**src/dbcs_pkg.sv**
```systemverilog
/*
 * Package for the DRAM bus-cycle sequencer: register map, field layout,
 * reset values, cycle timing counts, request and strobe carriers, states.
 * Assumes a single 50 MHz core clock; all pin strobes are active low.
 */
`default_nettype none

package dbcs_pkg;
  localparam int ADDR_W = 24;
  localparam int DATA_W = 16;
  localparam int REG_AW = 5;
  localparam int CNT_W = 4;
  localparam int CLK_MHZ = 50;

  // register offsets (byte addresses)
  localparam logic [4:0] OFS_BCT = 5'h00;
  localparam logic [4:0] OFS_DRC = 5'h04;
  localparam logic [4:0] OFS_STB = 5'h08;
  localparam logic [4:0] OFS_FLY = 5'h0C;
  localparam logic [4:0] OFS_STAT = 5'h10;

  // field positions
  localparam int CT0_LSB = 0;
  localparam int DRC_PAE_BIT = 0;
  localparam int DRC_CWS_BIT = 1;
  localparam int DRC_WTW_BIT = 2;
  localparam int SMD_LSB = 0;
  localparam int FLY_LSB = 0;
  localparam int ROW_LSB = 10;

  // reset values
  localparam logic [1:0] BCT_RST = 2'h0;
  localparam logic [2:0] DRC_RST = 3'h0;
  localparam logic [1:0] STB_RST = 2'h0;
  localparam logic [2:0] FLY_RST = 3'h0;

  // encodings
  localparam logic [1:0] CT0_REFRESH_REQUEST_OUT = 2'h1;
  localparam logic [1:0] CT0_CS0 = 2'h3;
  localparam logic [1:0] SMD_IDLE = 2'h1;
  localparam logic [1:0] SMD_STOP = 2'h2;

  // cycle timing, in core clocks; last fault-write index; fault FFFF word
  localparam logic [CNT_W-1:0] OFF_T2_MIN = 4'h3;
  localparam logic [CNT_W-1:0] OFF_RDY_CLK = 4'h3;
  localparam logic [CNT_W-1:0] ON_T2_MIN = 4'h1;
  localparam logic [CNT_W-1:0] REF_CLKS = 4'h7;
  localparam logic [CNT_W-1:0] REF_RDY_CLK = 4'h6;
  localparam logic [CNT_W-1:0] SREF_HOLD_CLK = 4'h7;
  localparam logic [CNT_W-1:0] HALT_CLKS = 4'h2;
  localparam logic [CNT_W-1:0] CNT_MAX = 4'hF;
  localparam logic [2:0] FLT_LAST = 3'h5;
  localparam logic [DATA_W-1:0] FLT_SRC_HI = 16'hFFFF;

  typedef enum logic [1:0] {K_READ, K_WRITE, K_REFRESH} dbcs_kind_t;

  typedef struct packed {
    dbcs_kind_t kind;
    logic flyby;
    logic [ADDR_W-1:0] addr;
    logic [DATA_W-1:0] wdata;
  } dbcs_req_t;

  typedef struct packed {
    logic ras_n;
    logic lower_col_strobe_n;
    logic upper_col_strobe_n;
    logic mrd_n;
    logic we_n;
    logic iord_n;
    logic iowr_n;
  } dbcs_strb_t;

  localparam dbcs_strb_t STRB_OFF = 7'h7F;

  typedef enum logic [3:0] {
    ST_IDLE, ST_T1, ST_T2, ST_REF_PRE, ST_REF, ST_REF_POST, ST_HALT,
    ST_SREF, ST_SREF_HOLD, ST_FLT_T1, ST_FLT_T2, ST_FLT_IDLE
  } dbcs_state_t;
endpackage : dbcs_pkg

`default_nettype wire

```
**src/dbcs_sequencer.sv**
```systemverilog
/*
 * DRAM bus-cycle sequencer: off/on-page DRAM reads and writes, CBR refresh,
 * self-refresh entry and cancel, fly-by DMA cycles, machine-fault writes
 * and the halt acknowledge cycle, plus its small register file.
 * Assumes the core holds req/halt/fault inputs until accepted and holds
 * pc, psw and fault_code stable while the matching cycle runs.
 * Falling-edge events are moved to the rising edge of the same state.
 */
// Behaviour
// - cycle type 01 puts refresh request on block-0 select; 11 keeps select
// - page-mode cycles only when page access enable is set
// - off-page T1: column address, RAS precharge, read strobe active
// - first T2: precharge continues, row address driven
// - second T2: RAS active, column address; third T2: both CAS active
// - column wait select adds one wait to off-page cycles
// - read ends in next T1: CAS and read strobe off, data sampled
// - ready held inactive stretches off-page cycles
// - on-page read: column in T1, RAS held, read strobe and CAS active
// - off-page write: write enable at T1, same sequence, off at end
// - write ends in next T1 with both CAS off
// - on-page write: CAS in T2, turnaround wait unless previous was write
// - CBR refresh lasts seven clocks, nine with idle before and after
// - refresh samples ready on its sixth clock, extends until active
// - idle or stop standby plus halt starts self-refresh after halt ack
// - NMI during self-refresh drops refresh request, RAS and CAS
// - hold ignored in halt ack, first seven self-refresh clocks, stop mode
// - fly-by runs I/O and memory together with fly-by waits
// - fault: six I/O writes 0..A: source low, FFFF, status word, PC
// - fault writes honour ready but not hold; fault state kept until reset
// - halt ack drives PC low 24 bits and status word low 16 bits
// - halt ack has zero waits, ignores ready and hold
// - ready adds no waits to on-page, self-refresh or halt ack
// - off-page cycles sample ready on the third T2 clock
`default_nettype none

module dbcs_sequencer (
  input wire logic core_clk,
  input wire logic rstn,
  input wire logic [dbcs_pkg::REG_AW-1:0] reg_addr,
  input wire logic [dbcs_pkg::DATA_W-1:0] reg_wdata,
  input wire logic reg_wr,
  input wire logic reg_rd,
  output logic [dbcs_pkg::DATA_W-1:0] reg_rdata,
  input wire logic req_valid,
  input wire dbcs_pkg::dbcs_req_t req,
  output logic req_ready,
  output logic req_done,
  output logic [dbcs_pkg::DATA_W-1:0] rd_data,
  input wire logic halt_req,
  input wire logic fault_req,
  input wire logic [31:0] pc,
  input wire logic [31:0] processor_status_word,
  input wire logic [dbcs_pkg::DATA_W-1:0] fault_code,
  input wire logic ready_n,
  input wire logic hold_request,
  input wire logic nmi_n,
  output logic hold_ack,
  output dbcs_pkg::dbcs_strb_t strb,
  output logic cs0_refresh_request_out_n,
  output logic [dbcs_pkg::ADDR_W-1:0] addr_out,
  output logic [dbcs_pkg::DATA_W-1:0] data_out,
  output logic data_oe,
  input wire logic [dbcs_pkg::DATA_W-1:0] data_in
);
  function automatic logic [3:0] max4(input logic [3:0] a, input logic [3:0] b);
    max4 = (a > b) ? a : b;
  endfunction : max4

  function automatic logic [15:0] flt_word(input logic [2:0] idx,
      input logic [15:0] code, input logic [31:0] sw, input logic [31:0] p);
    case (idx)
      3'h0: flt_word = code;
      3'h1: flt_word = dbcs_pkg::FLT_SRC_HI;
      3'h2: flt_word = sw[15:0];
      3'h3: flt_word = sw[31:16];
      3'h4: flt_word = p[15:0];
      default: flt_word = p[31:16];
    endcase
  endfunction : flt_word

  // pin synchronisers: only the second stage is read
  logic [2:0] sync1_q, sync2_q;
  always_ff @(posedge core_clk or negedge rstn) begin
    if (!rstn) begin
      sync1_q <= 3'h7;
      sync2_q <= 3'h7;
    end else begin
      sync1_q <= {ready_n, ~hold_request, nmi_n};
      sync2_q <= sync1_q;
    end
  end
  wire rdy_s = ~sync2_q[2];
  wire hold_s = ~sync2_q[1];
  wire nmi_s = ~sync2_q[0];

  // register file
  logic [1:0] ct0_q;
  logic [2:0] drc_q;
  logic [1:0] smd_q;
  logic [2:0] fly_q;
  logic [15:0] reg_rdata_q;
  dbcs_pkg::dbcs_state_t st_q, st_d;
  wire wr_bct = reg_wr && reg_addr == dbcs_pkg::OFS_BCT;
  wire wr_drc = reg_wr && reg_addr == dbcs_pkg::OFS_DRC;
  wire wr_stb = reg_wr && reg_addr == dbcs_pkg::OFS_STB;
  wire wr_fly = reg_wr && reg_addr == dbcs_pkg::OFS_FLY;
  logic ras_open_q, prev_wr_q;
  wire [15:0] stat_word = {10'h0, prev_wr_q, ras_open_q, 4'(st_q)};
  wire [15:0] rd_mux =
    (reg_addr == dbcs_pkg::OFS_BCT) ? {14'h0, ct0_q} :
    (reg_addr == dbcs_pkg::OFS_DRC) ? {13'h0, drc_q} :
    (reg_addr == dbcs_pkg::OFS_STB) ? {14'h0, smd_q} :
    (reg_addr == dbcs_pkg::OFS_FLY) ? {13'h0, fly_q} :
    (reg_addr == dbcs_pkg::OFS_STAT) ? stat_word : 16'h0000;

  always_ff @(posedge core_clk or negedge rstn) begin
    if (!rstn) begin
      ct0_q <= dbcs_pkg::BCT_RST;
      drc_q <= dbcs_pkg::DRC_RST;
      smd_q <= dbcs_pkg::STB_RST;
      fly_q <= dbcs_pkg::FLY_RST;
      reg_rdata_q <= 16'h0000;
    end else begin
      if (wr_bct) ct0_q <= reg_wdata[dbcs_pkg::CT0_LSB +: 2];
      if (wr_drc) drc_q <= reg_wdata[2:0];
      if (wr_stb) smd_q <= reg_wdata[dbcs_pkg::SMD_LSB +: 2];
      if (wr_fly) fly_q <= reg_wdata[dbcs_pkg::FLY_LSB +: 3];
      reg_rdata_q <= reg_rd ? rd_mux : 16'h0000;
    end
  end
  assign reg_rdata = reg_rdata_q;

  wire dram_en = ct0_q[0];
  wire page_access_enable = drc_q[dbcs_pkg::DRC_PAE_BIT];
  wire column_wait_select = drc_q[dbcs_pkg::DRC_CWS_BIT];
  wire wtw = drc_q[dbcs_pkg::DRC_WTW_BIT];
  wire sb_mode = smd_q == dbcs_pkg::SMD_IDLE || smd_q == dbcs_pkg::SMD_STOP;

  // sequencer state
  logic [3:0] cnt_q, cnt_d;
  logic [2:0] fidx_q, fidx_d;
  dbcs_pkg::dbcs_req_t cur_q, cur_d;
  logic onp_q, onp_d, rdy_seen_q, rdy_seen_d, done_d, hack_d;
  logic ras_open_d, prev_wr_d;
  logic [13:0] row_q, row_d;
  dbcs_pkg::dbcs_strb_t strb_q, strb_d;
  logic [23:0] addr_q, addr_d;
  logic [15:0] dout_q, dout_d, rdat_q, rdat_d;
  logic doe_q, doe_d, hack_q, done_q, cs0_q, rdy_q;

  wire [3:0] cnt_inc = (cnt_q == dbcs_pkg::CNT_MAX) ? cnt_q : cnt_q + 4'h1;
  wire req_rd = cur_q.kind == dbcs_pkg::K_READ;
  wire req_wr = cur_q.kind == dbcs_pkg::K_WRITE;
  wire [13:0] req_row = req.addr[23:dbcs_pkg::ROW_LSB];
  wire page_hit = page_access_enable && ras_open_q && req_row == row_q;
  wire [23:0] row_addr = {10'h000, cur_q.addr[23:dbcs_pkg::ROW_LSB]};
  wire [3:0] off_min = dbcs_pkg::OFF_T2_MIN + {3'h0, column_wait_select};
  wire [3:0] on_min = dbcs_pkg::ON_T2_MIN + {3'h0, req_wr && wtw && !prev_wr_q};
  wire [3:0] t2_min = max4(onp_q ? on_min : off_min,
                           cur_q.flyby ? {1'b0, fly_q} : 4'h0);
  // ready counts only off-page, refresh and fault writes
  wire rdy_win = rdy_s && ((st_q == dbcs_pkg::ST_T2 && !onp_q &&
                 cnt_q >= dbcs_pkg::OFF_RDY_CLK) ||
                 (st_q == dbcs_pkg::ST_REF && cnt_q >= dbcs_pkg::REF_RDY_CLK) ||
                 st_q == dbcs_pkg::ST_FLT_T2);
  wire t2_end = cnt_q >= t2_min && (onp_q || rdy_seen_d);
  wire sref_hold_ok = smd_q == dbcs_pkg::SMD_IDLE &&
                      cnt_q >= dbcs_pkg::SREF_HOLD_CLK;

  always_comb begin
    st_d = st_q;
    cnt_d = cnt_inc;
    fidx_d = fidx_q;
    cur_d = cur_q;
    onp_d = onp_q;
    rdy_seen_d = rdy_seen_q | rdy_win;
    done_d = 1'b0;
    hack_d = 1'b0;
    ras_open_d = ras_open_q;
    prev_wr_d = prev_wr_q;
    row_d = row_q;
    strb_d = strb_q;
    addr_d = addr_q;
    dout_d = dout_q;
    rdat_d = rdat_q;
    doe_d = doe_q;
    case (st_q)
      dbcs_pkg::ST_IDLE: begin
        cnt_d = 4'h1;
        rdy_seen_d = 1'b0;
        doe_d = 1'b0;
        if (fault_req) begin
          st_d = dbcs_pkg::ST_FLT_T1;
          fidx_d = 3'h0;
          addr_d = 24'h000000;
          dout_d = flt_word(3'h0, fault_code, processor_status_word, pc);
          doe_d = 1'b1;
          strb_d = dbcs_pkg::STRB_OFF;
          ras_open_d = 1'b0;
        end else if (halt_req) begin
          st_d = dbcs_pkg::ST_HALT;
          addr_d = pc[23:0];
          dout_d = processor_status_word[15:0];
          doe_d = 1'b1;
        end else if (hold_s) begin
          hack_d = 1'b1;
          strb_d = dbcs_pkg::STRB_OFF;
          ras_open_d = 1'b0;
        end else if (req_valid && rdy_q) begin
          cur_d = req;
          onp_d = page_hit && req.kind != dbcs_pkg::K_REFRESH;
          addr_d = req.addr;
          dout_d = req.wdata;
          strb_d = dbcs_pkg::STRB_OFF;
          if (req.kind == dbcs_pkg::K_REFRESH) begin
            st_d = dbcs_pkg::ST_REF_PRE;
            ras_open_d = 1'b0;
          end else begin
            st_d = dbcs_pkg::ST_T1;
            doe_d = req.kind == dbcs_pkg::K_WRITE && !req.flyby;
            strb_d.ras_n = !page_hit;
            strb_d.mrd_n = req.kind != dbcs_pkg::K_READ;
            strb_d.we_n = req.kind != dbcs_pkg::K_WRITE;
            strb_d.lower_col_strobe_n = !(page_hit && req.kind == dbcs_pkg::K_READ);
            strb_d.upper_col_strobe_n = strb_d.lower_col_strobe_n;
            // fly-by moves data between memory and I/O in one cycle
            strb_d.iowr_n = !(req.flyby && req.kind == dbcs_pkg::K_READ);
            strb_d.iord_n = !(req.flyby && req.kind == dbcs_pkg::K_WRITE);
          end
        end
      end
      dbcs_pkg::ST_T1: begin
        st_d = dbcs_pkg::ST_T2;
        cnt_d = 4'h1;
        if (!onp_q) begin
          addr_d = row_addr;
        end else if (req_wr) begin
          strb_d.lower_col_strobe_n = 1'b0;
          strb_d.upper_col_strobe_n = 1'b0;
        end
      end
      dbcs_pkg::ST_T2: begin
        if (!onp_q && cnt_q == 4'h1) begin
          strb_d.ras_n = 1'b0;
          addr_d = cur_q.addr;
        end
        if (!onp_q && cnt_q == 4'h2) begin
          strb_d.lower_col_strobe_n = 1'b0;
          strb_d.upper_col_strobe_n = 1'b0;
        end
        if (t2_end) begin
          st_d = dbcs_pkg::ST_IDLE;
          strb_d = dbcs_pkg::STRB_OFF;
          strb_d.ras_n = !page_access_enable;
          ras_open_d = page_access_enable;
          row_d = cur_q.addr[23:dbcs_pkg::ROW_LSB];
          prev_wr_d = req_wr;
          rdat_d = req_rd ? data_in : rdat_q;
          doe_d = 1'b0;
          done_d = 1'b1;
        end
      end
      dbcs_pkg::ST_REF_PRE: begin
        st_d = dbcs_pkg::ST_REF;
        cnt_d = 4'h1;
        rdy_seen_d = 1'b0;
        strb_d.lower_col_strobe_n = 1'b0;
        strb_d.upper_col_strobe_n = 1'b0;
      end
      dbcs_pkg::ST_REF: begin
        if (cnt_q == 4'h1) strb_d.ras_n = 1'b0;
        if (cnt_q >= dbcs_pkg::REF_CLKS && rdy_seen_d) begin
          st_d = dbcs_pkg::ST_REF_POST;
          strb_d = dbcs_pkg::STRB_OFF;
        end
      end
      dbcs_pkg::ST_REF_POST: begin
        st_d = dbcs_pkg::ST_IDLE;
        done_d = 1'b1;
      end
      dbcs_pkg::ST_HALT: begin
        if (cnt_q >= dbcs_pkg::HALT_CLKS) begin
          doe_d = 1'b0;
          done_d = 1'b1;
          strb_d = dbcs_pkg::STRB_OFF;
          ras_open_d = 1'b0;
          st_d = sb_mode ? dbcs_pkg::ST_SREF : dbcs_pkg::ST_IDLE;
          cnt_d = 4'h0;
        end
      end
      dbcs_pkg::ST_SREF: begin
        if (cnt_q == 4'h0) begin
          strb_d.lower_col_strobe_n = 1'b0;
          strb_d.upper_col_strobe_n = 1'b0;
        end
        if (cnt_q == 4'h1) strb_d.ras_n = 1'b0;
        if (nmi_s) begin
          st_d = dbcs_pkg::ST_IDLE;
          strb_d = dbcs_pkg::STRB_OFF;
        end else if (hold_s && sref_hold_ok) begin
          st_d = dbcs_pkg::ST_SREF_HOLD;
          hack_d = 1'b1;
          strb_d = dbcs_pkg::STRB_OFF;
        end
      end
      dbcs_pkg::ST_SREF_HOLD: begin
        hack_d = hold_s;
        cnt_d = 4'h0;
        if (!hold_s) st_d = dbcs_pkg::ST_SREF;
      end
      dbcs_pkg::ST_FLT_T1: begin
        st_d = dbcs_pkg::ST_FLT_T2;
        cnt_d = 4'h1;
        rdy_seen_d = 1'b0;
        // strobe drops between writes so each one is a cycle of its own
        strb_d.iowr_n = 1'b0;
      end
      dbcs_pkg::ST_FLT_T2: begin
        if (rdy_seen_d) begin
          strb_d.iowr_n = 1'b1;
          fidx_d = fidx_q + 3'h1;
          if (fidx_q == dbcs_pkg::FLT_LAST) begin
            st_d = dbcs_pkg::ST_FLT_IDLE;
            doe_d = 1'b0;
          end else begin
            st_d = dbcs_pkg::ST_FLT_T1;
            addr_d = {20'h00000, fidx_d, 1'b0};
            dout_d = flt_word(fidx_d, fault_code, processor_status_word, pc);
          end
        end
      end
      dbcs_pkg::ST_FLT_IDLE: begin
        hack_d = hold_s;
        strb_d = dbcs_pkg::STRB_OFF;
      end
      default: st_d = dbcs_pkg::ST_IDLE;
    endcase
  end

  // block-0 select pin: refresh request in mode 01, chip select in mode 11
  wire refresh_request_out_act = st_d == dbcs_pkg::ST_REF_PRE || st_d == dbcs_pkg::ST_REF ||
                   st_d == dbcs_pkg::ST_SREF;
  wire cs0_act = st_d == dbcs_pkg::ST_T1 || st_d == dbcs_pkg::ST_T2 ||
                 refresh_request_out_act || st_d == dbcs_pkg::ST_FLT_T1 ||
                 st_d == dbcs_pkg::ST_FLT_T2;
  wire cs0_d = (ct0_q == dbcs_pkg::CT0_REFRESH_REQUEST_OUT) ? !refresh_request_out_act :
               (ct0_q == dbcs_pkg::CT0_CS0) ? !cs0_act : 1'b1;

  always_ff @(posedge core_clk or negedge rstn) begin
    if (!rstn) begin
      st_q <= dbcs_pkg::ST_IDLE;
      cnt_q <= 4'h0;
      fidx_q <= 3'h0;
      cur_q <= '0;
      onp_q <= 1'b0;
      rdy_seen_q <= 1'b0;
      ras_open_q <= 1'b0;
      prev_wr_q <= 1'b0;
      row_q <= 14'h0000;
      strb_q <= dbcs_pkg::STRB_OFF;
      addr_q <= 24'h000000;
      dout_q <= 16'h0000;
      rdat_q <= 16'h0000;
      doe_q <= 1'b0;
      hack_q <= 1'b0;
      done_q <= 1'b0;
      cs0_q <= 1'b1;
    end else begin
      st_q <= st_d;
      cnt_q <= cnt_d;
      fidx_q <= fidx_d;
      cur_q <= cur_d;
      onp_q <= onp_d;
      rdy_seen_q <= rdy_seen_d;
      ras_open_q <= ras_open_d;
      prev_wr_q <= prev_wr_d;
      row_q <= row_d;
      strb_q <= strb_d;
      addr_q <= addr_d;
      dout_q <= dout_d;
      rdat_q <= rdat_d;
      doe_q <= doe_d;
      hack_q <= hack_d;
      done_q <= done_d;
      cs0_q <= cs0_d;
    end
  end

  always_ff @(posedge core_clk or negedge rstn) begin
    if (!rstn) rdy_q <= 1'b0;
    else rdy_q <= st_d == dbcs_pkg::ST_IDLE && !fault_req && !halt_req &&
                  !hold_s && dram_en;
  end

  assign req_ready = rdy_q;
  assign req_done = done_q;
  assign rd_data = rdat_q;
  assign hold_ack = hack_q;
  assign strb = strb_q;
  assign cs0_refresh_request_out_n = cs0_q;
  assign addr_out = addr_q;
  assign data_out = dout_q;
  assign data_oe = doe_q;

  property p_offpage_t1;
    @(posedge core_clk) disable iff (!rstn)
    st_q == dbcs_pkg::ST_T1 && !onp_q && req_rd |-> strb.ras_n && !strb.mrd_n;
  endproperty
  a_offpage_t1: assert property (p_offpage_t1) else $error("off-page T1 bad");

  property p_cas_third;
    @(posedge core_clk) disable iff (!rstn)
    st_q == dbcs_pkg::ST_T2 && !onp_q && cnt_q == 4'h3 |->
      !strb.ras_n && !strb.lower_col_strobe_n && !strb.upper_col_strobe_n;
  endproperty
  a_cas_third: assert property (p_cas_third) else $error("CAS late");

  property p_ref_len;
    @(posedge core_clk) disable iff (!rstn)
    $rose(st_q == dbcs_pkg::ST_REF) |-> (st_q == dbcs_pkg::ST_REF)[*7];
  endproperty
  a_ref_len: assert property (p_ref_len) else $error("refresh short");

  property p_ref_wait;
    @(posedge core_clk) disable iff (!rstn)
    st_q == dbcs_pkg::ST_REF && !rdy_seen_q && !rdy_s |=> st_q == dbcs_pkg::ST_REF;
  endproperty
  a_ref_wait: assert property (p_ref_wait) else $error("refresh no wait");

  property p_nmi_cancel;
    @(posedge core_clk) disable iff (!rstn)
    st_q == dbcs_pkg::ST_SREF && nmi_s |=> strb.ras_n && strb.lower_col_strobe_n &&
      strb.upper_col_strobe_n && st_q == dbcs_pkg::ST_IDLE;
  endproperty
  a_nmi_cancel: assert property (p_nmi_cancel) else $error("NMI ignored");

  property p_flt_addr;
    @(posedge core_clk) disable iff (!rstn)
    st_q == dbcs_pkg::ST_FLT_T1 |-> addr_out == {20'h00000, fidx_q, 1'b0};
  endproperty
  a_flt_addr: assert property (p_flt_addr) else $error("fault addr");

  property p_flt_stay;
    @(posedge core_clk) disable iff (!rstn)
    st_q == dbcs_pkg::ST_FLT_IDLE |=> st_q == dbcs_pkg::ST_FLT_IDLE;
  endproperty
  a_flt_stay: assert property (p_flt_stay) else $error("fault left");

  property p_halt_len;
    @(posedge core_clk) disable iff (!rstn)
    $rose(st_q == dbcs_pkg::ST_HALT) |-> ##1 st_q == dbcs_pkg::ST_HALT
      ##1 st_q != dbcs_pkg::ST_HALT;
  endproperty
  a_halt_len: assert property (p_halt_len) else $error("halt ack waits");

  property p_no_hold;
    @(posedge core_clk) disable iff (!rstn)
    st_q == dbcs_pkg::ST_HALT || (st_q == dbcs_pkg::ST_SREF &&
      cnt_q < dbcs_pkg::SREF_HOLD_CLK) |=> !hold_ack;
  endproperty
  a_no_hold: assert property (p_no_hold) else $error("hold taken");

  c_read: cover property (@(posedge core_clk) disable iff (!rstn)
    st_q == dbcs_pkg::ST_T2 && !onp_q && req_rd ##1 req_done);
  c_ref: cover property (@(posedge core_clk) disable iff (!rstn)
    st_q == dbcs_pkg::ST_REF_POST);
  c_nmi: cover property (@(posedge core_clk) disable iff (!rstn)
    st_q == dbcs_pkg::ST_SREF && nmi_s);
  c_flt: cover property (@(posedge core_clk) disable iff (!rstn)
    st_q == dbcs_pkg::ST_FLT_IDLE);
endmodule : dbcs_sequencer

`default_nettype wire

```
**config.mk**
```make
export PLATFORM = sky130hd
export DESIGN_NAME = dbcs_sequencer
export DESIGN_NICKNAME = d
export VERILOG_FILES = /design/src/dbcs_pkg.sv /design/src/dbcs_sequencer.sv
export SDC_FILE = /design/constraint.sdc
export NUM_CORES = 1
export LEC_CHECK = 0
export BUFFER_PORTS_ARGS = -buffer_cell sky130_fd_sc_hd__buf_2
export CORE_MARGIN = 5
export CORE_UTILIZATION = 57
export DETAILED_ROUTE_END_ITERATION = 8
export GPL_TIMING_DRIVEN = 0
export HOLD_SLACK_MARGIN = 0.03
export PLACE_DENSITY_LB_ADDON = 0.15
export SETUP_SLACK_MARGIN = 0.1
export SLEW_MARGIN = 20
export SYNTH_ARGS = -nofsm -noshare
export SYNTH_HDL_FRONTEND = slang
export SYNTH_SLANG_ARGS = --single-unit
```
**constraint.sdc**
```tcl
create_clock -name core_clk -period 8 [get_ports core_clk]
set_input_delay 1.6 -clock core_clk [delete_from_list [all_inputs] [get_ports core_clk]]
set_output_delay 1.6 -clock core_clk [all_outputs]
set_load 0.01 [all_outputs]
```
; ---- After elaboration in Yosys (flattened, before gate mapping)
; Cells that the tools add are included.
[op_classes]
shift = 0
mul = 0
n_div = 0
order_cmp = 6
bitwise_logic = 6
n_reduce_logical = 80
add_sub_neg = 4
mux = 97
eq_ne = 60
[ops]
columns = operator, count
row1 = $mux W24, 8
row2 = $mux W16, 6
row3 = $pmux W24 S4, 1
row4 = $pmux W16 S5, 1
row5 = $mux W7, 10
row6 = $mux W4, 13
row7 = $pmux W4 S11, 1
row8 = $mux W6, 6
row9 = $pmux W16 S2, 1
row10 = $eq A4 B4 Y1 const B, 7
row11 = $logic_and A1 B1 Y1, 28
row12 = $mux W1, 28
row13 = $eq A4 B3 Y1 const B, 6
row14 = $eq A4 B2 Y1 const B, 5
row15 = $ne A4 B4 Y1 const B, 5
row16 = $reduce_and A5 Y1, 4
row17 = $mux W3, 6
row18 = $pmux W3 S6, 1
row19 = $ne A2 B2 Y1 const B, 8
row20 = $pmux W2 S8, 1
row21 = $reduce_bool A8 Y1, 2
row22 = $eq A14 B14 Y1, 1
row23 = $reduce_and A7 Y1, 2
row24 = $eq A4 B1 Y1 const B, 3
row25 = other kinds (46), 99
[totals]
out_inout_bits = 84
mem_bits_rw = 0
mem_count = 0
register_bits = 146
word_cells = 286
latchBits = 0
rom_bits = 0
in_bits = 170

; ---- Logic depth before layout (Yosys ltp)
; Gate-level depths: netlist of the first run.
[logic_depth]
word_depth = 21
depth_mapped = 19
depth_no_buf = 17

; ---- Least setup slack after synthesis of the first run
; OpenSTA, ideal clock, no wires.
[synth_timing]
path_kind = reg2reg
startpoint = register cur_q[42] in the netlist's numbering
endpoint = register rdat_q[10], in the netlist rd_data[10]
path_stages_with_launch = 18
period_less_slack_ns = 3.403
required_time_ns = 7.875
path_buffers = 2
slack_ns = 4.597
setup_ns = 0.125
t_arrival_ns = 3.278
cell_sequence = dfrtp_1 nor2b_1 nand4b_1 o21ai_0 ha_1 a21o_1 a21oi_1 a31oi_1 mux2i_1 ha_1 o21ai_0 a21o_1 nor2_4 nand2_4 or3_1 buf_6 buf_8 mux2_4
[synth_between]
elab_chain_len = 10
word_cells_on_any_way = 11
classes_between = add/sub: 1 / order compare: 2 / eq/ne: 1 / mux: 2 / reduce/logical: 5
[synth_lines]
columns = element, line
row1 = "start, declared", dbcs_sequencer.sv:142  ; dbcs_pkg::dbcs_req_t cur_q, cur_d;
row2 = "start signal, assigned", dbcs_sequencer.sv:372  ; cur_q <= cur_d;
row3 = $eq A2 B1 Y1, dbcs_sequencer.sv:153  ; wire req_wr = cur_q.kind == dbcs_pkg::K_WRITE;
row4 = $logic_and A1 B1 Y1 (2 in a row), dbcs_sequencer.sv:158  ; wire [3:0] on_min = dbcs_pkg::ON_T2_MIN + {3'h0, req_wr && wtw && !prev_wr_q};
row5 = $add A1 B1 Y2, dbcs_sequencer.sv:158
row6 = $mux W3, dbcs_sequencer.sv:159  ; wire [3:0] t2_min = max4(onp_q ? on_min : off_min,
row7 = $gt A3 B3 Y1, dbcs_sequencer.sv:66  ; max4 = (a > b) ? a : b;
row8 = $mux W3, dbcs_sequencer.sv:66
row9 = $ge A4 B3 Y1, dbcs_sequencer.sv:166  ; wire t2_end = cnt_q >= t2_min && (onp_q || rdy_seen_d);
row10 = $logic_and A1 B1 Y1, dbcs_sequencer.sv:166
row11 = $reduce_and A3 Y1 (no source line) *, -
row12 = "end signal, assigned", dbcs_sequencer.sv:381  ; rdat_q <= rdat_d;
row13 = "end, declared", dbcs_sequencer.sv:148  ; logic [15:0] dout_q, dout_d, rdat_q, rdat_d;
; Mark *: on every way between the ends. The rest lies on a longest branch, timed or not.
; A chain may end at the register's enable or synchronous reset.

; ---- Final worst setup path of the first run
[layout_timing]
startpoint = register cur_q[42] in the netlist's numbering
endpoint = register cs0_q, in the netlist cs0_refresh_request_out_n
[layout_between]
elab_chain_len = 20
word_cells_on_any_way = 28
classes_between = add/sub: 1 / order compare: 2 / eq/ne: 8 / mux: 6 / reduce/logical: 11
[layout_lines]
columns = element, line
row1 = $eq A2 B1 Y1 *, dbcs_sequencer.sv:153
row2 = $logic_and A1 B1 Y1 * (2 in a row), dbcs_sequencer.sv:158
row3 = $add A1 B1 Y2 *, dbcs_sequencer.sv:158
row4 = $mux W3 *, dbcs_sequencer.sv:159
row5 = $gt A3 B3 Y1, dbcs_sequencer.sv:66
row6 = $mux W3 *, dbcs_sequencer.sv:66
row7 = $ge A4 B3 Y1 *, dbcs_sequencer.sv:166
row8 = $logic_and A1 B1 Y1 *, dbcs_sequencer.sv:166
row9 = [2 not listed], -
row10 = named net st_d[1], dbcs_sequencer.sv:102  ; dbcs_pkg::dbcs_state_t st_q, st_d;
row11 = $eq A4 B2 Y1 or $eq A4 B3 Y1 (tied branches), dbcs_sequencer.sv:341  ; wire refresh_request_out_act = st_d == dbcs_pkg::ST_REF_PRE || st_d == dbcs_pkg::ST_REF ||
row12 = $logic_or A1 B1 Y1 (2 in a row), dbcs_sequencer.sv:341
row13 = $logic_or A1 B1 Y1, dbcs_sequencer.sv:343  ; wire cs0_act = st_d == dbcs_pkg::ST_T1 || st_d == dbcs_pkg::ST_T2 ||
row14 = $logic_or A1 B1 Y1 (2 in a row), dbcs_sequencer.sv:344  ; refresh_request_out_act || st_d == dbcs_pkg::ST_FLT_T1 ||
row15 = $logic_not A1 Y1, dbcs_sequencer.sv:347  ; (ct0_q == dbcs_pkg::CT0_CS0) ? !cs0_act : 1'b1;
row16 = $mux W1, dbcs_sequencer.sv:347
row17 = $mux W1 *, dbcs_sequencer.sv:346  ; wire cs0_d = (ct0_q == dbcs_pkg::CT0_REFRESH_REQUEST_OUT) ? !refresh_request_out_act :
row18 = named net cs0_d, dbcs_sequencer.sv:346
row19 = "end signal, assigned", dbcs_sequencer.sv:385  ; cs0_q <= cs0_d;
row20 = "end, declared", dbcs_sequencer.sv:149  ; logic doe_q, doe_d, hack_q, done_q, cs0_q, rdy_q;
; Mark *: on every way through the listed nets, which the timed path passes. The rest lies on a longest branch.

==> flow_summary.json, run 1 <==
{
  "post-dp-hpwl_um": 22600,
  "holdCritStartpoint": "sync1_q[2]$_DFF_PN1_",
  "grt_max_degree": 95,
  "post-route-drc-count": 0,
  "timing.final.crit_share_pct": 51.8,
  "vias_per_cell": 6.20,
  "status": "finished clean",
  "ir_worst_vdd_uv": 192,
  "dp_slack_ps": 3700,
  "slew_headroom_pct": 32.2,
  "cts_resized": 0,
  "totalNegativeSetupSlack_ps": 0,
  "clockRootBuffer": "clkbuf_16",
  "clkLatencyLatePin_ps": 430,
  "core-area_um2": 14600,
  "grt_pass1_wl_um": 46300,
  "synthCells": 915,
  "start_kind": "register",
  "start_util_pct": 58.6,
  "slew_viol_final": 0,
  "dieArea_um2": 17600,
  "avgRoutedWirePerCell_um": 21.9,
  "yosys.area.top_type": "dfrtp_1",
  "layout_common_cells": "buf_2 (232), dfrtp_1 (132), nand2_1 (94)",
  "numPortBuffers": 228,
  "cp_max_fo": 6,
  "hold_viol": 0,
  "ys_seq_elements": 145,
  "antenna_found_initial": 4,
  "max_freq_ghz": 0.241,
  "synth_cell_type_count": 69,
  "arrival_ps": 4460,
  "total_leakage_power_nw": 5.13,
  "pin_count": 254,
  "finalSetupViolCount": 0,
  "power_density_nw_per_um2": 347,
  "skew_ps": 13.2,
  "clock_path_buffers": 2,
  "cts_tree": "done",
  "synth_area_per_cell_um2": 9.38,
  "tightest_slew_ps": 1010,
  "r2r_end": "cs0_refresh_request_out_n$_DFF_PN1_",
  "gp_congestion": 1.02,
  "yosys_warnings": 0,
  "die_w_um": 133,
  "r2r-start": "cur_q[42]$_DFFE_PN0P_",
  "wirelength_um": 30100,
  "ys_top_cells_by_area": "dfrtp_1 (39%), mux2_2 (8.5%), a21oi_1 (5.4%)",
  "r2r_slack_ps": 3850,
  "total_power_mw": 3.71,
  "path_class": "register to register",
  "path_clk_slew_ps": 70,
  "syn2layout_area_growth_pct": 24.4,
  "hp-class": "register to register",
  "layout_min_cycle_time_ps": 4150,
  "end_kind": "register",
  "drtPass1Iterations": 8,
  "synth-async-reset-ratio_pct": 100,
  "antenna_left": 0,
  "drive_gt1_share_pct": 31.9,
  "synth-edff-count": 0,
  "worstPathRequired_ps": 8320,
  "syn_area_um2": 8580,
  "final_common_cell": "buf_2",
  "cts_setup_buffers": 0,
  "cts_buffers": 17,
  "grt_remaining_overflow": 0,
  "ys_seq_area_share_pct": 42.5,
  "rr_worst_depth": 16,
  "worst_slack_ps": 3850,
  "rsz0062_at_grt": "no",
  "num_vias": 8517,
  "grt_usage_pct": 33.4,
  "grt_pass1_vias": 8212,
  "synth_top_area_share_pct": 38.5,
  "min_path_cells": 0,
  "final_nets": 1359,
  "cts_hold_buf": 0,
  "die_h_um": 133,
  "rows": 44,
  "drtIter0Drc": 1067,
  "cts_sinks": 145,
  "whs_endpoint": "sync2_q[2]$_DFF_PN1_",
  "cap_violations": 0,
  "synth_ff_type": "dfrtp_1",
  "htree_levels": 4
}
how the worst max path moves through the flow:
stage	startpoint	endpoint	slack, ps	cells past startpoint
3_3_place_gp	rstn	data_out[1]$_DFFE_PN0P_	3240	1
2_1_floorplan	cur_q[42]$_DFFE_PN0P_	rd_data[10]$_DFFE_PN0P_	4600	17
4_1_cts	cur_q[41]$_DFFE_PN0P_	cs0_refresh_request_out_n$_DFF_PN1_	3980	16
6_report	cur_q[42]$_DFFE_PN0P_	cs0_refresh_request_out_n$_DFF_PN1_	3850	16
3_5_place_dp	halt_req	addr_out[3]$_DFFE_PN0P_	3700	8
5_1_grt	cur_q[42]$_DFFE_PN0P_	cs0_refresh_request_out_n$_DFF_PN1_	3600	16
worst max-delay path, cell delays in order (launching register included):
cell	delay, ps
dfrtp_1	400
nor2b_1	220
nand4b_1	180
o21ai_0	170
ha_1	300
a21o_1	160
a21oi_1	230
a31oi_1	120
nor2_1	110
a21oi_1	60
ha_1	280
o21ai_0	70
a21o_1	240
o21ai_0	670
nand3_1	280
and3_1	260
o31ai_1	280
stage by stage:
step,hold slack [ps],utilization (%),instance area [um2],std cells
floorplan,345,-,8610,924
global route,364,72.9,10700,1373
CTS,356,72.8,10700,1369
global placement,346,68.2,9980,1336
detailed placement,347,68.4,10000,1337
finish,356,72.9,10700,1373
area by class of cell:
class | instances | area (um2)
multi-input combinational | 687 | 4540
fill | 1118 | 3970
sequential | 145 | 3640
timing repair buffer | 229 | 1180
clock buffer | 19 | 453
buffer | 71 | 348
tap | 184 | 230
clock inverter | 13 | 191
inverter | 21 | 78.8
antenna | 4 | 10.0
flip-flops by register name (all words and copies together) (netlist names), 2 cells and up:
register / flops
strb: 6
cnt_q: 4
addr_out: 24
drc_q: 3
fly_q: 3
reg_rdata: 6
cur_q: 27
smd_q: 2
row_q: 14
ct0_q: 2
rd_data: 16
sync1_q: 3
fidx_q: 3
sync2_q: 3
st_q: 4
data_out: 16
where the power goes:
group          switching [mW]  internal, mW
clock network           0.352         0.521
logic                    1.10         0.643
registers               0.129         0.962
total                    1.58          2.13
Yosys cell counts (12+ instances only):
library cell,number
a21oi_1,93
a222oi_1,18
a22oi_1,27
a311oi_1,12
buf_4,13
clkbuf_1,45
dfrtp_1,132
dfstp_2,13
ha_1,17
inv_1,21
mux2_2,65
mux2i_1,32
nand2_1,94
nand3_1,14
nor2_1,93
nor3_1,18
o21ai_0,42
metal layers:
layer / wire [um] / track usage [%] / vias to the layer above
met4: 943 / 12.1 / 0
met2: 13700 / 51.3 / 577
met5: 0 / 0 / -
met3: 3420 / 9.95 / 80
met1: 12100 / 45.0 / 4021
li1: - / - / 3839
logic make-up (layout without fill, tap and decap cells):
logic type / Yosys count / after routing / synth area share (%)
compound gates: 249 / 249 / 18.6
fa+ha+maj: 17 / 17 / 2.48
flops: 145 / 145 / 42.5
simple gates: 287 / 287 / 15.7
mux: 107 / 107 / 14.0
xor+xnor: 17 / 17 / 1.74
buf+inv: 92 / 353 / 4.97
other cells: 1 / 14 / 0.0437
No activity file was read; power rests on OpenSTA's default activity.
==> run 2, diff against run 1 <==
ABC_AREA = 1   (was not set)
CORE_UTILIZATION = 53   (was 57)
clock period = 4.2 ns   (was 8 ns; I/O delays follow)
==> flow_summary.json, run 2 <==
{
  "grt_pass1_vias": 9214,
  "arrival_ps": 3870,
  "path_clk_slew_ps": 70,
  "start_util_pct": 54.4,
  "synth_cell_type_count": 47,
  "synth-simple-area-share_pct": 27.6,
  "largest_reg_flops": 27,
  "cp_max_fo": 10,
  "rsz0062_at_grt": "no",
  "antenna_left": 0,
  "die_w_um": 138,
  "wirelength_um": 31000,
  "clock_path_buffers": 2,
  "skew_ps": 9.93,
  "yosys_warnings": 0,
  "synth_top_family_by_area": "simple AND/OR/NAND/NOR gates",
  "drtIter0Drc": 1050,
  "numPortBuffers": 229,
  "post-dp-hpwl_um": 24200,
  "dp.cells": 1670,
  "start_kind": "register",
  "gp_congestion": 0.967,
  "seqCellArea_um2": 3640,
  "pin_count": 254,
  "htree_levels": 4,
  "final_common_cell": "nand2_1",
  "finalSetupViolCount": 0,
  "grt_usage_pct": 31.5,
  "ys_seq_elements": 145,
  "yosys.area.top_type": "dfrtp_1",
  "slew_headroom_pct": 56.0,
  "r2r-start": "onp_q$_DFFE_PN0P_",
  "end_kind": "register",
  "core-area_um2": 16000,
  "final_nets": 1660,
  "vias_per_cell": 5.57,
  "synth-async-reset-ratio_pct": 100,
  "cap_violations": 0,
  "total_leakage_power_nw": 5.55,
  "rows": 46,
  "grt_pass1_wl_um": 48600,
  "layout_common_cells": "nand2_1 (358), buf_2 (237), inv_1 (148)",
  "cts_sinks": 145,
  "r2r_slack_ps": 690,
  "timing.final.crit_share_pct": 83.6,
  "path_class": "register to register",
  "yosys.area_share.xor_xnor_pct": 0.402,
  "clkLatencyLatePin_ps": 430,
  "cts_buffers": 17,
  "hold_viol": 0,
  "status": "finished clean",
  "n_fill_cell": 1463,
  "synth_area_per_cell_um2": 7.17,
  "cts_hold_buf": 0,
  "cts_setup_buffers": 0,
  "dieArea_um2": 19100,
  "max_freq_ghz": 0.285,
  "cts_resized": 0,
  "rr_worst_depth": 22,
  "drive_gt1_share_pct": 22.0,
  "power_density_nw_per_um2": 598,
  "multi_input_area_um2": 4210,
  "syn2layout_area_growth_pct": 23.2,
  "synth_compound_area_share_pct": 17.0,
  "clockRootBuffer": "clkbuf_16",
  "synth_common_cells": "nand2_1 (358), inv_1 (148), dfrtp_1 (132), o21ai_0 (108), nor2_1 (98)",
  "ys_seq_area_share_pct": 41.8,
  "num_vias": 9487,
  "synth_top_area_share_pct": 37.9,
  "grt_remaining_overflow": 0,
  "post-route-drc-count": 0,
  "synthMuxAreaShare_pct": 0.460,
  "fin_util_pct": 67.1,
  "syn_area_um2": 8710,
  "die_h_um": 138,
  "cts_tree": "done",
  "tightest_slew_ps": 653,
  "totalNegativeSetupSlack_ps": 0,
  "antenna_found_initial": 2,
  "fin_cells": 1702,
  "layout_min_cycle_time_ps": 3510,
  "avgRoutedWirePerCell_um": 18.2,
  "r2r_end": "strb[5]$_DFFE_PN1P_",
  "ir_worst_vdd_uv": 476,
  "synth_fa_ha_area_share_pct": 2.44,
  "synth-edff-count": 0,
  "slew_viol_final": 0,
  "grt_max_degree": 80,
  "total_power_mw": 6.42,
  "hp-class": "input pin to asynchronous set/reset pin",
  "top_register": "cur_q",
  "drtPass1Iterations": 5,
  "worstPathRequired_ps": 4560,
  "synthCells": 1215,
  "yosysMostFrequentCell": "nand2_1",
  "ys_top_cells_by_area": "dfrtp_1 (38%), nand2_1 (15%), inv_1 (6.4%)",
  "crit_start": "onp_q$_DFFE_PN0P_",
  "synth_ff_type": "dfrtp_1"
}
[run 2: cell count changes after synthesis, moves of 15 or more]
cell | previous run | this run
nand2_1 | 94 | 358
inv_1 | 21 | 148
o21ai_0 | 42 | 108
mux2_2 | 65 | 0
nand3_1 | 14 | 72
a21oi_1 | 93 | 38
mux2i_1 | 32 | 4
a222oi_1 | 18 | 0
clkbuf_1 | 45 | 30
[run 2: stage by stage]
stage                     cell area, um2  worst slack (ps)  hold WS, ps
after floorplan                     8750              1290          345
after CTS                          10700               719          360
after global routing               10700               391          364
final                              10700               689          358
after detailed placement           10200               745          351
after global placement             10200               183          346
[run 2: final cells by class]
cell class                      count  share of cell area [%]
Antenna cell                        1                  0.0233
Buffer                             57                    2.76
Clock buffer                       20                    4.16
Clock inverter                     11                   0.770
Inverter                          158                    5.53
Multi-Input combinational cell    864                    39.2
Sequential cell                   145                    34.0
Tap cell                          216                    2.52
Timing Repair Buffer              230                    11.0
[run 2: how the worst max path moves through the flow]
stage | endpoint | slack (ps) | cells past startpoint
finish | strb[5]$_DFFE_PN1P_ | 690 | 22
global route | strb[3]$_DFFE_PN1P_ | 390 | 23
CTS | strb[5]$_DFFE_PN1P_ | 720 | 22
detailed placement | strb[5]$_DFFE_PN1P_ | 740 | 22
global placement | addr_out[18]$_DFFE_PN0P_ | 180 | 1
floorplan | rd_data[10]$_DFFE_PN0P_ | 1290 | 21
[run 2: critical path, cell delays in order (launching register included)]
cell and delay (ps):
dfrtp_1 420, inv_1 160, nor4_1 390, a21oi_1 70
inv_1 100, ha_1 150, nand2_1 50, o21ai_0 140
inv_1 80, a31oi_1 260, nor2_1 70, a21oi_1 130
ha_1 230, a21boi_0 120, o21ai_0 140, nand2_1 90
nand2_2 120, nor2_4 70, inv_2 100, buf_2 270
nand3_1 150, nand2_1 80, nand2_1 50
[run 2: cells by family (layout without fill, tap and decap cells)]
logic type / after synthesis / count (layout)
muxes: 4 / 4
DFF: 145 / 145
xor gates and xnor gates: 4 / 4
buffers and inverters: 215 / 476
other: 1 / 11
and+or+nand+nor: 580 / 580
adders and majority gates: 17 / 17
AOI/OAI and AO/OA: 249 / 249
[run 2: power by group]
group	switching (mW)	internal [mW]	total, mW
Clock	0.625	0.770	1.40
Sequential	0.232	1.76	1.99
Combinational	2.00	1.02	3.03
Total	2.86	3.56	6.42
[run 2: layer usage]
layer / GRT usage (%) / wire (um) / up-vias
met4: 9.15 / 869 / 2
li1: - / - / 4483
met2: 48.0 / 13700 / 549
met1: 43.7 / 13200 / 4371
met3: 9.79 / 3220 / 82
met5: 0 / 13 / -
==> run 3, diff against run 2 <==
CORE_UTILIZATION = 48   (was 53)
clock period = 3.1 ns   (was 4.2 ns; I/O delays follow)
==> flow_summary.json, run 3 (synthesized netlist as in run 2, its figures left out) <==
{
  "hp-class": "input pin to asynchronous set/reset pin",
  "grt_usage_pct": 30.3,
  "dieArea_um2": 20900,
  "arrival_ps": 3470,
  "htree_levels": 4,
  "final_nets": 1687,
  "tightest_slew_ps": 727,
  "clkLatencyLatePin_ps": 430,
  "cap_violations": 0,
  "grt_use_met2_pct": 46.1,
  "max_freq_ghz": 0.317,
  "placed_area_um2": 10200,
  "drtIter0Drc": 1092,
  "layout_min_cycle_time_ps": 3150,
  "timing.final.crit_share_pct": 102,
  "grt_max_degree": 99,
  "crit_start": "cur_q[41]$_DFFE_PN0P_",
  "syn2layout_area_growth_pct": 29.3,
  "finalSetupViolCount": 20,
  "grt_use_met1_pct": 43.2,
  "crit_chain": "inv_2 -> nor2_4 -> inv_2 -> nor4_4 -> buf_4 -> nor2_1 -> inv_1 -> ha_1 -> o21ai_2 -> inv_2 -> a31oi_4 -> nor2_2 -> a21oi_2 -> ha_1 -> a21boi_2 -> o21ai_1 -> nand2_1 -> nand2_2 -> nor2_4 -> buf_12 -> buf_8 -> buf_8 -> nand3_1 -> nand2_1",
  "worstPathRequired_ps": 3420,
  "clkPwrFrac_pct": 22.3,
  "grt.busiest_layer": "met2",
  "cts_sinks": 145,
  "total_leakage_power_nw": 5.80,
  "use_met3_pct": 7.26,
  "seqPwrFrac_pct": 29.3,
  "antenna_found_initial": 0,
  "cts_hold_buf": 0,
  "combPwrFrac_pct": 48.4,
  "r2r-start": "cur_q[41]$_DFFE_PN0P_",
  "layout_common_cells": "nand2_1 (347), buf_2 (234), inv_1 (142)",
  "skew_ps": 13.7,
  "cts_tree": "done",
  "whs_ps": 71.6,
  "drive_gt1_share_pct": 25.7,
  "start_kind": "register",
  "cpMaxStageDelayCell": "dfrtp_1",
  "avgRoutedWirePerCell_um": 18.5,
  "post-route-drc-count": 0,
  "gp_congestion": 0.981,
  "path_class": "register to register",
  "vias_per_cell": 5.50,
  "wirelength_um": 32300,
  "hold_viol": 0,
  "largest_reg_flops": 27,
  "drtPass1Iterations": 6,
  "end_kind": "register",
  "pin_count": 254,
  "cts_buffers": 17,
  "crit_path_frequent_cell": "inv_2",
  "top_register": "cur_q",
  "final_area_um2": 11300,
  "antennaDiodeCount": 0,
  "worst_slack_ps": -50.8,
  "start_util_pct": 48.7,
  "critPathMaxStageDelay_ps": 400,
  "ir_worst_vdd_uv": 581,
  "power_density_nw_per_um2": 820,
  "switchingPower_mw": 4.10,
  "slew_viol_final": 0,
  "numPortBuffers": 229,
  "total_power_mw": 9.23,
  "slew_headroom_pct": 51.3,
  "path_clk_slew_ps": 70,
  "grt_remaining_overflow": 0,
  "die_h_um": 145,
  "post-dp-hpwl_um": 24500,
  "cp_max_fo": 10,
  "switching_share_pct": 44.4,
  "die_w_um": 145,
  "violations": "setup timing",
  "dp_slack_ps": -407,
  "totalNegativeSetupSlack_ps": -613,
  "num_vias": 9577,
  "grt_pass1_vias": 9076,
  "clockRootBuffer": "clkbuf_16",
  "antenna_left": 0,
  "clock_path_buffers": 2,
  "grt_pass1_wl_um": 49000,
  "rows": 49,
  "rr_worst_depth": 24,
  "rsz0062_at_grt": "yes",
  "internal-power_mw": 5.13,
  "core-area_um2": 17900,
  "final_common_cell": "nand2_1",
  "status": "finished, violations left"
}
-- run 3: cell count changes in the layout (fill, tap and decap cells not counted), sizes merged --
cell and delta:
bufbuf +1, clkinv -1, bufinv +1, diode -1
inv +4, buf +25, clkinvlp -1, clkbuf -1
-- run 3: layout make-up --
type                       count  area [um2]
sequential                   145        3640
timing repair buffer         257        1470
multi-input combinational    864        4370
tap                          229         287
clock inverter                14         146
clock buffer                  18         429
fill                        1665        6640
buffer                        57         323
inverter                     158         596
-- run 3: critical path, delay by kind of cell (launching register included) --
| family | cells | cell delay (ps) |
|---|---|---|
| AOI/OAI and AO/OA | 5 | 740 |
| adders and majority gates | 2 | 440 |
| buffers and inverters | 8 | 810 |
| DFF | 1 | 400 |
| and+or+nand+nor | 9 | 650 |
-- run 3: power groups by stage --
stage               Combinational (mW)  Clock (mW)  Sequential [mW]
finish                            4.46        2.06             2.71
global route                      4.96        2.15             2.76
CTS                               4.17        2.07             2.70
detailed placement                4.01           0             2.73
global placement                  3.99           0             2.72
floorplan                         2.52           0             2.81
-- run 3: metal layers --
metal | vias up | wire, um
li1 | 4537 | -
met1 | 4430 | 13500
met2 | 544 | 14600
met3 | 66 | 3400
met4 | 0 | 758
met5 | - | 0
-- run 3: worst paths after layout --
kind                                      endpoint  slack (ps)
max                        rd_data[13]$_DFFE_PN0P_         -50
min                         rd_data[7]$_DFFE_PN0P_          70
max reg2reg                rd_data[13]$_DFFE_PN0P_         -50
min reg2reg                   sync2_q[2]$_DFF_PN1_         360
max in group asynchronous      strb[6]$_DFFE_PN1P_        2200
min in group core_clk         sync1_q[2]$_DFF_PN1_         290
-- run 3: what timing repair did --
action | CTS | global route
resized for setup | 27 | 45
pin swaps | 7 | 8
hold endpoints to repair | 0 | 0
endpoints found under the setup margin | 43 | 43
cloned | 2 | 0
buffers inserted | 19 | 7
-- run 3: stage by stage --
| step | util [%] | instances |
|---|---|---|
| 4_1_cts | 61.9 | 1736 |
| 5_1_grt | 62.9 | 1742 |
| 6_report | 62.9 | 1742 |
| 2_1_floorplan | - | 1224 |
| 3_3_place_gp | 56.9 | 1682 |
| 3_5_place_dp | 57.1 | 1683 |
